`config.mk`:
```
export PLATFORM = sky130hd
export DESIGN_NAME = lpf_ctrl
export DESIGN_NICKNAME = d
export VERILOG_FILES = /design/src/rtl/lpf_pkg.sv /design/src/rtl/lpf_bank.sv /design/src/rtl/lpf_ctrl.sv
export SDC_FILE = /design/constraint.sdc
export NUM_CORES = 1
export LEC_CHECK = 0
export BUFFER_PORTS_ARGS = -buffer_cell sky130_fd_sc_hd__buf_4
export CAP_MARGIN = 20
export CORE_ASPECT_RATIO = 1.4
export CORE_UTILIZATION = 35
export DETAILED_ROUTE_END_ITERATION = 8
export SLEW_MARGIN = 10
export SYNTH_ARGS = -nofsm -noshare
export SYNTH_HDL_FRONTEND = slang
export SYNTH_HIERARCHICAL = 1
export SYNTH_SLANG_ARGS = --single-unit
```
`constraint.sdc`:
```
create_clock -name clk -period 2.4 [get_ports clk]
set_input_delay 0.12 -clock clk [delete_from_list [all_inputs] [get_ports clk]]
set_output_delay 0.12 -clock clk [all_outputs]
set_load 0.03 [all_outputs]
```
`src/rtl/lpf_pkg.sv`:
```
// Package of constants for the low-power freeze mode controller
//**********************************************************************
// Functional notes
// - PLLs stay off throughout freeze
// - Basic variant: outputs tristate unless pulled
// - Core-facing inputs read high during freeze
// - Hold variant: outputs follow per-pin configuration
// - JTAG refuses all operations during freeze
// - Request stays monitored; deassert starts exit
// - Inputs and globals release independently, staggered
// - I/O banks reactivate at different times
// - Forced-high inputs and globals released on exit
// - Output hold release follows driving signal
//**********************************************************************
package lpf_pkg;
   // Number of I/O banks released one after another
   localparam int NUM_BANKS = 4;
   // Number of pins handled per bank
   localparam int PINS_PER_BANK = 8;
   // Stagger between successive bank releases, in ns
   localparam int BANK_STAGGER_NS = 20;
   // Clock period in ns
   localparam int CLK_PERIOD_NS = 4;
   // Stagger in cycles, rounded down, at least one
   localparam int BANK_STAGGER_CYC = (BANK_STAGGER_NS / CLK_PERIOD_NS) < 1 ? 1 :
      (BANK_STAGGER_NS / CLK_PERIOD_NS);
   // Cycles the globals count down after the freeze ends, before they release
   localparam int GLOBAL_OFFSET_CYC = 2;
   // Width of stagger counters
   localparam int CNT_W = 8;
   // Controller states, Gray along run-freeze-exit path
   typedef enum logic [1:0] {
      LPF_RUN = 2'b00,
      LPF_FREEZE = 2'b01,
      LPF_EXIT = 2'b11
   } lpf_state_type;
endpackage : lpf_pkg

```
`src/rtl/lpf_bank.sv`:
```
// One I/O bank freeze gate with delayed release
`timescale 1ns/1ns
module lpf_bank #(
   parameter int PINS = 8,
   parameter int DELAY = 1,
   parameter int HOLD_CAPABLE = 0
) (
   input wire logic clk,
   input wire logic rst_n,
   input wire logic frz,
   input wire logic [PINS-1:0] pin_in,
   input wire logic [PINS-1:0] core_out,
   input wire logic [PINS-1:0] core_oe,
   input wire logic [PINS-1:0] pull_en,
   input wire logic [PINS-1:0] hold_cfg,
   output logic [PINS-1:0] core_in,
   output logic [PINS-1:0] pad_out,
   output logic [PINS-1:0] pad_oe,
   output logic frozen
);
   import lpf_pkg::*;
   //**********************************************************
   // Release delay
   //**********************************************************
   logic [CNT_W-1:0] cnt_r; // Counts down after freeze drops
   logic frozen_r; // Bank still frozen
   logic [PINS-1:0] hold_val_r; // Output value captured at entry
   logic [PINS-1:0] hold_oe_r; // Output enable captured at entry
   wire release_now = !frz && frozen_r && (cnt_r == '0);
   // Bank stays frozen for its own delay after the request drops
   always_ff @(posedge clk or negedge rst_n) begin
      if (!rst_n) begin
         cnt_r <= '0;
         frozen_r <= 1'b0;
      end else if (frz) begin
         cnt_r <= CNT_W'(DELAY);
         frozen_r <= 1'b1;
      end else if (release_now) begin
         frozen_r <= 1'b0;
      end else if (cnt_r != '0) begin
         cnt_r <= cnt_r - 1'b1;
      end
   end
   // Latch output state while running so hold mode has a value
   always_ff @(posedge clk or negedge rst_n) begin
      if (!rst_n) begin
         hold_val_r <= '0;
         hold_oe_r <= '0;
      end else if (!frozen_r && !frz) begin
         hold_val_r <= core_out;
         hold_oe_r <= core_oe;
      end
   end
   //**********************************************************
   // Pad and core views
   //**********************************************************
   // Hold bits keep pad at its captured value and enable; on release the live signal takes over
   wire [PINS-1:0] hold_sel = (HOLD_CAPABLE != 0) ? hold_cfg : '0;
   // Basic variant: tristate unless the pin has a weak pull
   wire [PINS-1:0] frz_oe = (hold_sel & hold_oe_r) | (~hold_sel & pull_en & core_oe);
   wire [PINS-1:0] frz_val = (hold_sel & hold_val_r) | (~hold_sel & core_out);
   // Outputs registered; released bank follows the core directly
   always_ff @(posedge clk or negedge rst_n) begin
      if (!rst_n) begin
         core_in <= '1;
         pad_out <= '0;
         pad_oe <= '0;
         frozen <= 1'b0;
      end else begin
         core_in <= (frz || frozen_r) ? '1 : pin_in;
         pad_out <= (frz || frozen_r) ? frz_val : core_out;
         pad_oe <= (frz || frozen_r) ? frz_oe : core_oe;
         frozen <= frz || frozen_r;
      end
   end
   // Core view stays high for every cycle the bank sees a freeze
   a_core_high: assert property (@(posedge clk) disable iff (!rst_n)
      $past(frz) |=> (core_in == '1))
      else $error("core input not forced high in freeze");
   // Release lands DELAY+1 cycles after the request drops, still frozen at DELAY; a new
   // freeze abandons the attempt
   a_bank_release: assert property (@(posedge clk) disable iff (!rst_n || frz)
      $fell(frz) |-> ##DELAY frozen_r ##1 !frozen_r)
      else $error("bank released at the wrong time");
endmodule : lpf_bank

```
`src/rtl/lpf_ctrl.sv`:
```
// Top of the low-power freeze controller: request sync, state, staggered release
`timescale 1ns/1ns
module lpf_ctrl #(
   parameter int NUM_BANKS = lpf_pkg::NUM_BANKS,
   parameter int PINS = lpf_pkg::PINS_PER_BANK,
   parameter int HOLD_CAPABLE = 0
) (
   input wire logic clk,
   input wire logic rst_n,
   input wire logic freeze_request_pin,
   input wire logic [NUM_BANKS*PINS-1:0] pin_in,
   input wire logic [NUM_BANKS*PINS-1:0] core_out,
   input wire logic [NUM_BANKS*PINS-1:0] core_oe,
   input wire logic [NUM_BANKS*PINS-1:0] pull_en,
   input wire logic [NUM_BANKS*PINS-1:0] hold_cfg,
   input wire logic [NUM_BANKS-1:0] glb_in,
   input wire logic jtag_cmd_req,
   output logic [NUM_BANKS*PINS-1:0] core_in,
   output logic [NUM_BANKS*PINS-1:0] pad_out,
   output logic [NUM_BANKS*PINS-1:0] pad_oe,
   output logic [NUM_BANKS-1:0] glb_core,
   output logic [NUM_BANKS-1:0] bank_frozen,
   output logic pll_enable,
   output logic jtag_cmd_accept,
   output logic freeze_active
);
   import lpf_pkg::*;
   //**********************************************************
   // Request synchroniser
   //**********************************************************
   logic req_meta_r; // First stage, read only by the second
   logic req_sync_r; // Safe level of the request pin
   // Pin is asynchronous to clk, so two flops before any use
   always_ff @(posedge clk or negedge rst_n) begin
      if (!rst_n) begin
         req_meta_r <= 1'b0;
         req_sync_r <= 1'b0;
      end else begin
         req_meta_r <= freeze_request_pin;
         req_sync_r <= req_meta_r;
      end
   end
   //**********************************************************
   // Mode state machine
   //**********************************************************
   lpf_state_type state_r; // Current mode
   lpf_state_type state_nxt; // Next mode
   logic [NUM_BANKS-1:0] frozen_w; // Per-bank freeze from the gates
   logic glb_frz_r; // Globals forced high
   logic [CNT_W-1:0] glb_cnt_r; // Delay before globals release
   wire any_frozen = (|frozen_w) || glb_frz_r;
   // Level sensitive entry; exit waits for every bank and global
   always_comb begin
      state_nxt = state_r;
      case (state_r)
         LPF_RUN: if (req_sync_r) state_nxt = LPF_FREEZE;
         LPF_FREEZE: if (!req_sync_r) state_nxt = LPF_EXIT;
         LPF_EXIT: begin
            if (req_sync_r) state_nxt = LPF_FREEZE; // Re-entry wins
            else if (!any_frozen) state_nxt = LPF_RUN;
         end
         default: state_nxt = LPF_RUN;
      endcase
   end
   always_ff @(posedge clk or negedge rst_n) begin
      if (!rst_n) state_r <= LPF_RUN;
      else state_r <= state_nxt;
   end
   wire in_freeze = (state_r == LPF_FREEZE);
   //**********************************************************
   // Globals release, independent of the bank release
   //**********************************************************
   always_ff @(posedge clk or negedge rst_n) begin
      if (!rst_n) begin
         glb_frz_r <= 1'b0;
         glb_cnt_r <= '0;
      end else if (in_freeze) begin
         glb_frz_r <= 1'b1;
         glb_cnt_r <= CNT_W'(GLOBAL_OFFSET_CYC);
      end else if (glb_cnt_r != '0) begin
         glb_cnt_r <= glb_cnt_r - 1'b1;
      end else begin
         glb_frz_r <= 1'b0;
      end
   end
   // Globals read high while frozen, live afterwards; no gating
   always_ff @(posedge clk or negedge rst_n) begin
      if (!rst_n) glb_core <= '1;
      else glb_core <= (glb_frz_r || in_freeze) ? '1 : glb_in;
   end
   //**********************************************************
   // Per-bank gates, each with its own release delay
   //**********************************************************
   genvar b;
   generate
      for (b = 0; b < NUM_BANKS; b++) begin : g_bank
         lpf_bank #(
            .PINS(PINS),
            .DELAY(1 + b * BANK_STAGGER_CYC),
            .HOLD_CAPABLE(HOLD_CAPABLE)
         ) u_bank (
            .clk(clk),
            .rst_n(rst_n),
            .frz(in_freeze),
            .pin_in(pin_in[b*PINS +: PINS]),
            .core_out(core_out[b*PINS +: PINS]),
            .core_oe(core_oe[b*PINS +: PINS]),
            .pull_en(pull_en[b*PINS +: PINS]),
            .hold_cfg(hold_cfg[b*PINS +: PINS]),
            .core_in(core_in[b*PINS +: PINS]),
            .pad_out(pad_out[b*PINS +: PINS]),
            .pad_oe(pad_oe[b*PINS +: PINS]),
            .frozen(frozen_w[b])
         );
         // Bank stagger: a lower bank is never still frozen after a higher one
         if (b > 0) begin : g_order
            a_bank_order: assert property (@(posedge clk) disable iff (!rst_n)
               frozen_w[b - 1] |-> frozen_w[b])
               else $error("banks released out of order");
         end
      end
   endgenerate
   //**********************************************************
   // PLL, JTAG and status outputs
   //**********************************************************
   // PLLs restart only once the whole device is out; user must then
   // wait the lock time before trusting PLL outputs
   always_ff @(posedge clk or negedge rst_n) begin
      if (!rst_n) begin
         pll_enable <= 1'b1;
         jtag_cmd_accept <= 1'b0;
         freeze_active <= 1'b0;
         bank_frozen <= '0;
      end else begin
         pll_enable <= (state_nxt == LPF_RUN);
         // Test logic stays powered but every operation is refused
         jtag_cmd_accept <= jtag_cmd_req && (state_nxt == LPF_RUN) &&
                            (state_r == LPF_RUN);
         freeze_active <= (state_nxt != LPF_RUN);
         bank_frozen <= frozen_w;
      end
   end
   a_pll_off: assert property (@(posedge clk) disable iff (!rst_n)
      (state_r == LPF_FREEZE) |-> ##1 !pll_enable)
      else $error("PLL enabled during freeze");
   a_jtag_block: assert property (@(posedge clk) disable iff (!rst_n)
      (state_r != LPF_RUN) |=> !jtag_cmd_accept)
      else $error("JTAG accepted during freeze");
   a_level_entry: assert property (@(posedge clk) disable iff (!rst_n)
      (req_sync_r && state_r == LPF_RUN) |=> (state_r == LPF_FREEZE))
      else $error("freeze not entered on request");
   a_exit_start: assert property (@(posedge clk) disable iff (!rst_n)
      (!req_sync_r && state_r == LPF_FREEZE) |=> (state_r == LPF_EXIT))
      else $error("exit not started on deassert");
   a_glob_release: assert property (@(posedge clk) disable iff (!rst_n)
      $fell(in_freeze) && !req_sync_r |-> ##[1:8] !glb_frz_r)
      else $error("globals not released");
   //**********************************************************
   // Mode checks
   //**********************************************************
   // These watch the mode machine and the globals path from inside, so a
   // broken stagger or a stuck exit shows up at the cycle it happens
   // rather than as a wrong pad value many cycles later.
   // Longest legal stay in exit: last bank delay plus its output flop,
   // the globals offset and a small margin
   localparam int EXIT_MAX = 1 + (NUM_BANKS - 1) * BANK_STAGGER_CYC + GLOBAL_OFFSET_CYC + 2;
   logic [CNT_W-1:0] exit_cnt_r; // Cycles spent in exit so far
   // Counts only while in exit; any other mode clears it
   always_ff @(posedge clk or negedge rst_n) begin
      if (!rst_n) exit_cnt_r <= '0;
      else if (state_r == LPF_EXIT) exit_cnt_r <= exit_cnt_r + 1'b1;
      else exit_cnt_r <= '0;
   end
   // Exit may not outlast the slowest bank
   a_exit_bound: assert property (@(posedge clk) disable iff (!rst_n)
      (state_r == LPF_EXIT) |-> (exit_cnt_r <= CNT_W'(EXIT_MAX)))
      else $error("exit lasted too long");
   // Exit ends once every bank and global is free
   a_exit_done: assert property (@(posedge clk) disable iff (!rst_n)
      (state_r == LPF_EXIT && !req_sync_r && !any_frozen) |=> (state_r == LPF_RUN))
      else $error("exit did not finish");
   // Request back during exit returns to freeze
   a_reentry_freeze: assert property (@(posedge clk) disable iff (!rst_n)
      (state_r == LPF_EXIT && req_sync_r) |=> in_freeze)
      else $error("freeze not re-entered");
   // Status flag raised for the whole freeze
   a_active_flag: assert property (@(posedge clk) disable iff (!rst_n)
      in_freeze |=> freeze_active)
      else $error("freeze status missing");
   // Status flag dropped once the mode is back to run
   a_active_clear: assert property (@(posedge clk) disable iff (!rst_n)
      (state_nxt == LPF_RUN) |=> !freeze_active)
      else $error("freeze status stuck");
   // PLLs back on as soon as the mode is run again
   a_pll_run: assert property (@(posedge clk) disable iff (!rst_n)
      (state_nxt == LPF_RUN) |=> pll_enable)
      else $error("PLL not restarted");
   // PLLs stay off while any bank or global is still held
   a_pll_exit: assert property (@(posedge clk) disable iff (!rst_n)
      (state_r == LPF_EXIT && any_frozen) |=> !pll_enable)
      else $error("PLL enabled during exit");
   // Requests are taken again once the mode is run
   a_jtag_run: assert property (@(posedge clk) disable iff (!rst_n)
      (state_r == LPF_RUN && state_nxt == LPF_RUN && jtag_cmd_req) |=> jtag_cmd_accept)
      else $error("JTAG refused while running");
   // Globals are held as soon as the freeze starts
   a_glob_start: assert property (@(posedge clk) disable iff (!rst_n)
      in_freeze |=> glb_frz_r)
      else $error("globals not held");
   // Held globals read high to the core
   a_glob_high: assert property (@(posedge clk) disable iff (!rst_n)
      (in_freeze || glb_frz_r) |=> (glb_core == '1))
      else $error("globals not forced high");
   // Released globals follow their sources, low ones included
   a_glob_follow: assert property (@(posedge clk) disable iff (!rst_n)
      (!in_freeze && !glb_frz_r) |=> (glb_core == $past(glb_in)))
      else $error("globals not following sources");
   // Nothing is left frozen while running
   a_run_clean: assert property (@(posedge clk) disable iff (!rst_n)
      (state_r == LPF_RUN) |-> ((frozen_w == '0) && !glb_frz_r))
      else $error("frozen bank while running");
   // The unused state code is never reached
   a_state_legal: assert property (@(posedge clk) disable iff (!rst_n)
      state_r inside {LPF_RUN, LPF_FREEZE, LPF_EXIT})
      else $error("illegal mode state");
endmodule : lpf_ctrl

```
# [Word level (Yosys, flattened, before mapping)]
# Cells that the tools add are included.
[word_totals] inputBits=168 wordCells=131 output_inout_bits=107 regBits=160
[op_classes] eq_ne=7 n_reduce_logical=43 add_sub_neg=5 n_bitwise=4 mux=38
[op_table] op="2-to-1 mux 8 bit" count=22
[op_table] op="nonzero test 8 bit" count=5
[op_table] op="subtractor 8 x 1 -> 8 bit, second input constant" count=5
[op_table] op="AND 8 bit" count=4
[op_table] op="logical NOT 8 bit" count=4
[op_table] op="nonzero test 2 bit" count=10
[op_table] op="logical AND 1 bit" count=10
[op_table] op="2-to-1 mux 1 bit" count=10
[op_table] op="2-to-1 mux 2 bit" count=4
[op_table] op="AND reduction 2 bit" count=4
[op_table] op="logical OR 1 bit" count=6
[op_table] op="!= test 2 bit, second input constant" count=3
[op_table] op="case mux 2 bit (3 select lines)" count=1
[op_table] op="logical NOT 2 bit" count=2
[op_table] op="2-to-1 mux 4 bit" count=1
[op_table] op="!= test 2 x 1 -> 1 bit, second input constant" count=2
[op_table] op="OR reduction 4 bit" count=1
[op_table] op="== test 2 x 1 -> 1 bit, second input constant" count=1
[op_table] op="== test 2 bit, second input constant" count=1
[op_table] op="logical NOT 1 bit" count=1

# [Logic depth before layout (Yosys ltp)]
[depth] depth_word=8 ltp_mapped=8

# [Cells and area by module]
# The synthesis kept the hierarchy.
[by_module_without_submodules] module="lpf_bank at g_bank[2].u_bank" area_each_um2=1265.0 cells_each=97 n_inst=1
[by_module_without_submodules] module="lpf_bank at g_bank[1].u_bank" area_each_um2=1262.5 cells_each=91 n_inst=1
[by_module_without_submodules] module="lpf_bank at g_bank[0].u_bank" area_each_um2=1253.7 cells_each=96 n_inst=1
[by_module_without_submodules] module="lpf_bank at g_bank[3].u_bank" area_each_um2=1247.4 cells_each=97 n_inst=1
[by_module_without_submodules] module="lpf_ctrl" area_each_um2=955.9 cells_each=81 n_inst=1

# [Worst setup path before layout]
# Ideal clock, no wire load.
[synth_timing] path_kind="register to register" from="reg state_r[1]" to="reg g_bank[3].u_bank.cnt_r[6]" slack_ns=0.476 setup_time_ns=0.140 stages_incl_launch_ff=9 period_less_slack_ns=1.924 t_arrival_ns=1.784 cell_sequence="dfrtp_1 nand2b_1 inv_1 clkbuf_1 clkbuf_1 clkbuf_1 inv_1 o311ai_0 o41ai_1"
[synth_via] elab_chain_len=6 elab_cells_between_ends=8 classes_between="eq/ne: 2; mux: 1; reduce/logical: 5"
[synth_rtl] element="start: declaration" line_no="lpf_ctrl.sv:46" rtl="lpf_state_type state_r;"
[synth_rtl] element="start signal: assignment" line_no="lpf_ctrl.sv:67" rtl="else state_r <= state_nxt;"
[synth_rtl] element="== test 2 x 1 -> 1 bit (*)" line_no="lpf_ctrl.sv:69" rtl="wire in_freeze = (state_r == LPF_FREEZE);"
[synth_rtl] element="net in_freeze" line_no="lpf_ctrl.sv:69"
[synth_rtl] element="logical NOT 1 bit"
[synth_rtl] element="logical AND 1 bit (2 in a row)" line_no="lpf_bank.sv:29" rtl="wire release_now = !frz && frozen_r && (cnt_r == '0);"
[synth_rtl] element="!= test 2 bit (no line)"
[synth_rtl] element="AND reduction 2 bit (no line)"
[synth_rtl] element="end signal: assignment" line_no="lpf_bank.sv:36" rtl="cnt_r <= CNT_W'(DELAY);"
[synth_rtl] element="end signal: assignment" line_no="lpf_bank.sv:41" rtl="cnt_r <= cnt_r - 1'b1;"
[synth_rtl] element="end: declaration" line_no="lpf_bank.sv:25" rtl="logic [CNT_W-1:0] cnt_r;"
# Mark *: on every way through the listed nets, which the timed path passes. The rest lies on a longest branch.
# A chain may end at the register's enable or synchronous reset.

# [Worst setup path in the final report]
[layout_timing] from="reg state_r[0]" to="reg g_bank[1].u_bank.pad_oe[3]"
[layout_via] elab_chain_len=3
[layout_rtl] element="== test 2 x 1 -> 1 bit" line_no="lpf_ctrl.sv:69"
[layout_rtl] element="logical OR 1 bit" line_no="lpf_bank.sv:72" rtl="pad_oe <= (frz || frozen_r) ? frz_oe : core_oe;"
[layout_rtl] element="2-to-1 mux 8 bit" line_no="lpf_bank.sv:72"
[layout_rtl] element="end signal: assignment" line_no="lpf_bank.sv:72"
[layout_rtl] element="end: declaration" line_no="lpf_bank.sv:18" rtl="output logic [PINS-1:0] pad_oe,"
# Every way passes these cells.

==> summary.md <==
| Metric | Value |
|---|---|
| Die Ht | `157 microns` |
| DP Worst Slack | `520 ps` |
| Worst Path Arrival | `2550 ps` |
| Netlist cell types | `52` |
| CP cell instances | `nand2b_1 > inv_4 > nor2_1 > o21a_1 > dlygate4sd3_1` |
| ANT cells | `0` |
| Largest fanout on the critical path | `28` |
| Setup Skew | `6.71 ps` |
| Critical Path Stages | `5` |
| Rows | `56` |
| Worst endpoint required time | `2760 ps` |
| Int Power | `0.00534 W` |
| Power share of the clock group | `0.336` |
| Min setup slack post-route | `207 ps` |
| DR DRC count | `0` |
| Pins Over Slew Limit | `0` |
| Worst-Margin Slew | `811 ps` |
| Delay-heaviest family, CP | `simple AND/OR/NAND/NOR gates` |
| Power Dens Cells | `784 nW/um^2` |
| Vias per inst | `4.78` |
| P_sw | `0.00248 W` |
| Syn. warnings | `6` |
| Hold WS | `257 ps` |
| Mapped cell area | `5980 sq um` |
| CTS tree | `built` |
| Fraction of synthesized cell area taken by the top area cell type | `0.514` |
| Post-synthesis register bit count | `160` |
| H-tree levels | `4` |
| Fill cells | `1347` |
| Final setup violation count | `0` |
| Mean post-synth cell area | `13.0 sq um` |
| Status | `finished, final reports clean` |
| Final HPWL DP | `10.7 mm` |
| Clock Latency Late Sink | `420 ps` |
| Nets | `1026` |
| Root Buffer | `clkbuf_16` |
| RSZ-0062 raised after global routing | `false` |
| Main synth FF type | `dfrtp_1` |
| Largest family of logic cells by synthesized area | `simple AND/OR/NAND/NOR gates` |
| Total gr overflow | `0` |
| Post-synthesis adder-cell area fraction | `0.0209` |
| Initial antenna violation count | `0` |
| Combinational power share | `0.242` |
| Seq/Total Area, Yosys | `0.677` |
| CTS Sinks | `160` |
| Multiplexer area fraction after synthesis | `0.00711` |
| Synth Area in XOR/XNOR | `0.00439` |
| Clock buffer depth | `2` |
| Worst Path Buf+Inv | `2` |
| DR iter-0 viols | `249` |
| Peak Freq | `456 MHz` |
| Vias in the first global route | `5448` |
| Slowest stage cell, crit path | `nor2_1` |
| Fin Setup TNS | `0 ps` |
| First-pass DRT Iterations | `4` |
| Yosys top cell by area | `dfrtp_1` |
| WL/cell | `15.4 microns` |
| P&R area growth vs syn | `66.8%` |
| Synth Area in Simple Gates | `0.134` |
| Commonest cells post-synth | `dfrtp_1 (123), or3_1 (39), dfstp_2 (37)` |
| Post-synth EDFFs | `0` |
| Largest net degree at the start of global routing | `65` |
| Post-Syn Nets | `640` |
| Top-count cell post-synth | `dfrtp_1` |
| Worst r2r path cells | `5` |
| Final hold vios | `0` |
| Fin crit period | `2190 ps` |
| GRT Util Overall | `0.198` |
| Initial Util | `0.357` |
| Placer Congestion | `0.770` |
| Cell count after synthesis | `462` |
| Nature of the critical path endpoint | `flip-flop` |
| CTS clk-pin slew, worst paths | `70 ps` |
| CP Class | `reg -> reg` |
| Tightest Hold Check Type | `in -> async` |
| Main area contributors after synthesis | `dfrtp_1 (51%), dfstp_2 (16%), or3_1 (4.1%)` |
| Final ANT Viol Nets | `0` |
| Sw frac | `0.317` |
| Post-synth ARST share | `1.00` |
| Full die area | `17600 sq um` |
| Reg power frac | `0.422` |
| Vias | `5089` |
| Maximum vdd drop | `359 uV` |
| First-pass GRT wire length | `26.7 mm` |
| Share of layout cells above drive strength 1 | `0.395` |
| Leak | `4.55 nW` |
| Synth Area in Compound Gates | `0.125` |
| Ports | `275` |
| Routed wire length | `16.4 mm` |
| Tcrit/Tclk final | `0.914` |
| CP Launch Type | `flip-flop` |
| Max-cap check violation count | `0` |
| Overall die width | `113 microns` |
| Total CTS buffers | `17` |
| Slew HR | `0.452` |
| # port buffers | `242` |
| Final core occ | `0.596` |
| Core area | `16700 sq um` |
| Biggest cell delay along the critical path | `580 ps` |
-- worst register-to-register path: cells and delay by family (launching register included) --
family	cells	cell delay (ps)
AOI/OAI and AO/OA	1	200
buffers and inverters	2	730
DFF	1	410
and+or+nand+nor	2	790
-- layer usage --
metal  vias up  wire length (microns)  GRT usage
met2       183                   8860      0.371
met1      2475                   6200      0.211
li1       2408                      -          -
met4         0                    277     0.0717
met3        23                   1050     0.0562
met5         -                      0          0
-- power by group through the flow --
stage / registers (W) / logic, W / clock network, W
2_1_floorplan: 0.00346 / 0.000942 / 0
3_3_place_gp: 0.00332 / 0.00164 / 0
3_5_place_dp: 0.00334 / 0.00170 / 0
4_1_cts: 0.00330 / 0.00190 / 0.00269
5_1_grt: 0.00335 / 0.00210 / 0.00281
6_report: 0.00330 / 0.00189 / 0.00263
-- cell type report --
type                    instances  area (sq um)  area share
multi-input cells             258          1750       0.175
inverters                      25          96.3     0.00965
clock inverters                14           144      0.0144
flip-flops and latches        160          4050       0.406
clock buffers                  18           439      0.0440
repair buffers                386          3250       0.326
well taps                     203           254      0.0254
-- sequential cells by signal, summed over array words and instances, names as in the netlist --
| signal | cells |
|---|---|
| g_bank.u_bank/pad_oe | 32 |
| pll_enable | 1 |
| g_bank.u_bank/pad_out | 32 |
| req_sync_r | 1 |
| req_meta_r | 1 |
| glb_cnt_r | 8 |
| g_bank.u_bank/frozen_r | 4 |
| jtag_cmd_accept | 1 |
| g_bank.u_bank/frozen | 4 |
| glb_core | 4 |
| state_r | 2 |
| glb_frz_r | 1 |
| bank_frozen | 4 |
| freeze_active | 1 |
| g_bank.u_bank/core_in | 32 |
| g_bank.u_bank/cnt_r | 32 |
-- logic make-up (layout without fill, tap and decap cells) --
family	after synthesis	in the layout
compound gates	109	109
xor+xnor	3	3
fa+ha+maj	10	10
buf+inv	44	443
flops	160	160
mux	4	4
simple gates	132	132
-- placed cells by master (no fill, tap or decap), types with 3 or more instances in the layout --
master	instances
buf_4	249
dlygate4sd3_1	135
dfrtp_1	123
or3_1	39
dfstp_2	37
o21a_1	32
inv_1	24
a21oi_1	22
o21ai_0	20
nor2_1	19
clkbuf_16	17
nor3_1	11
nand2_1	10
ha_1	10
nand2b_1	8
o31ai_1	8
or4_1	7
a21o_1	6
inv_8	5
nor4_1	4
nor2b_1	4
o211ai_1	4
inv_6	4
or3b_2	4
nor3b_1	4
nand3_1	4
o2111ai_1	3
-- stage by stage --
stage	total power, W	area [sq um]	instances
2_1_floorplan	0.00440	5980	462
3_3_place_gp	0.00497	8040	897
3_5_place_dp	0.00504	8040	897
4_1_cts	0.00789	9980	1064
5_1_grt	0.00827	9980	1064
6_report	0.00782	9980	1064
-- path summary, 6_finish.rpt --
| kind | start | to | slack, ps |
|---|---|---|---|
| setup / recovery | state_r[0] | g_bank[1].u_bank/pad_oe[3] | 210 |
| setup reg to reg | state_r[0] | g_bank[1].u_bank/pad_oe[3] | 210 |
| hold / removal | rst_n | bank_frozen[0] | 260 |
| min in group clk | core_out[21] | g_bank[2].u_bank/pad_out[5] | 350 |
| hold reg to reg | req_meta_r | req_sync_r | 350 |
| max in group asynchronous | rst_n | g_bank[3].u_bank/core_in[1] | 1280 |
-- timing repair --
item	CTS	global route
hold buffers	135	0
buffers inserted	0	0
gates resized for setup	0	4
hold endpoints to repair	140	0
endpoints found under the setup margin	0	11
Note: power is estimated with default switching activity, not from simulation.
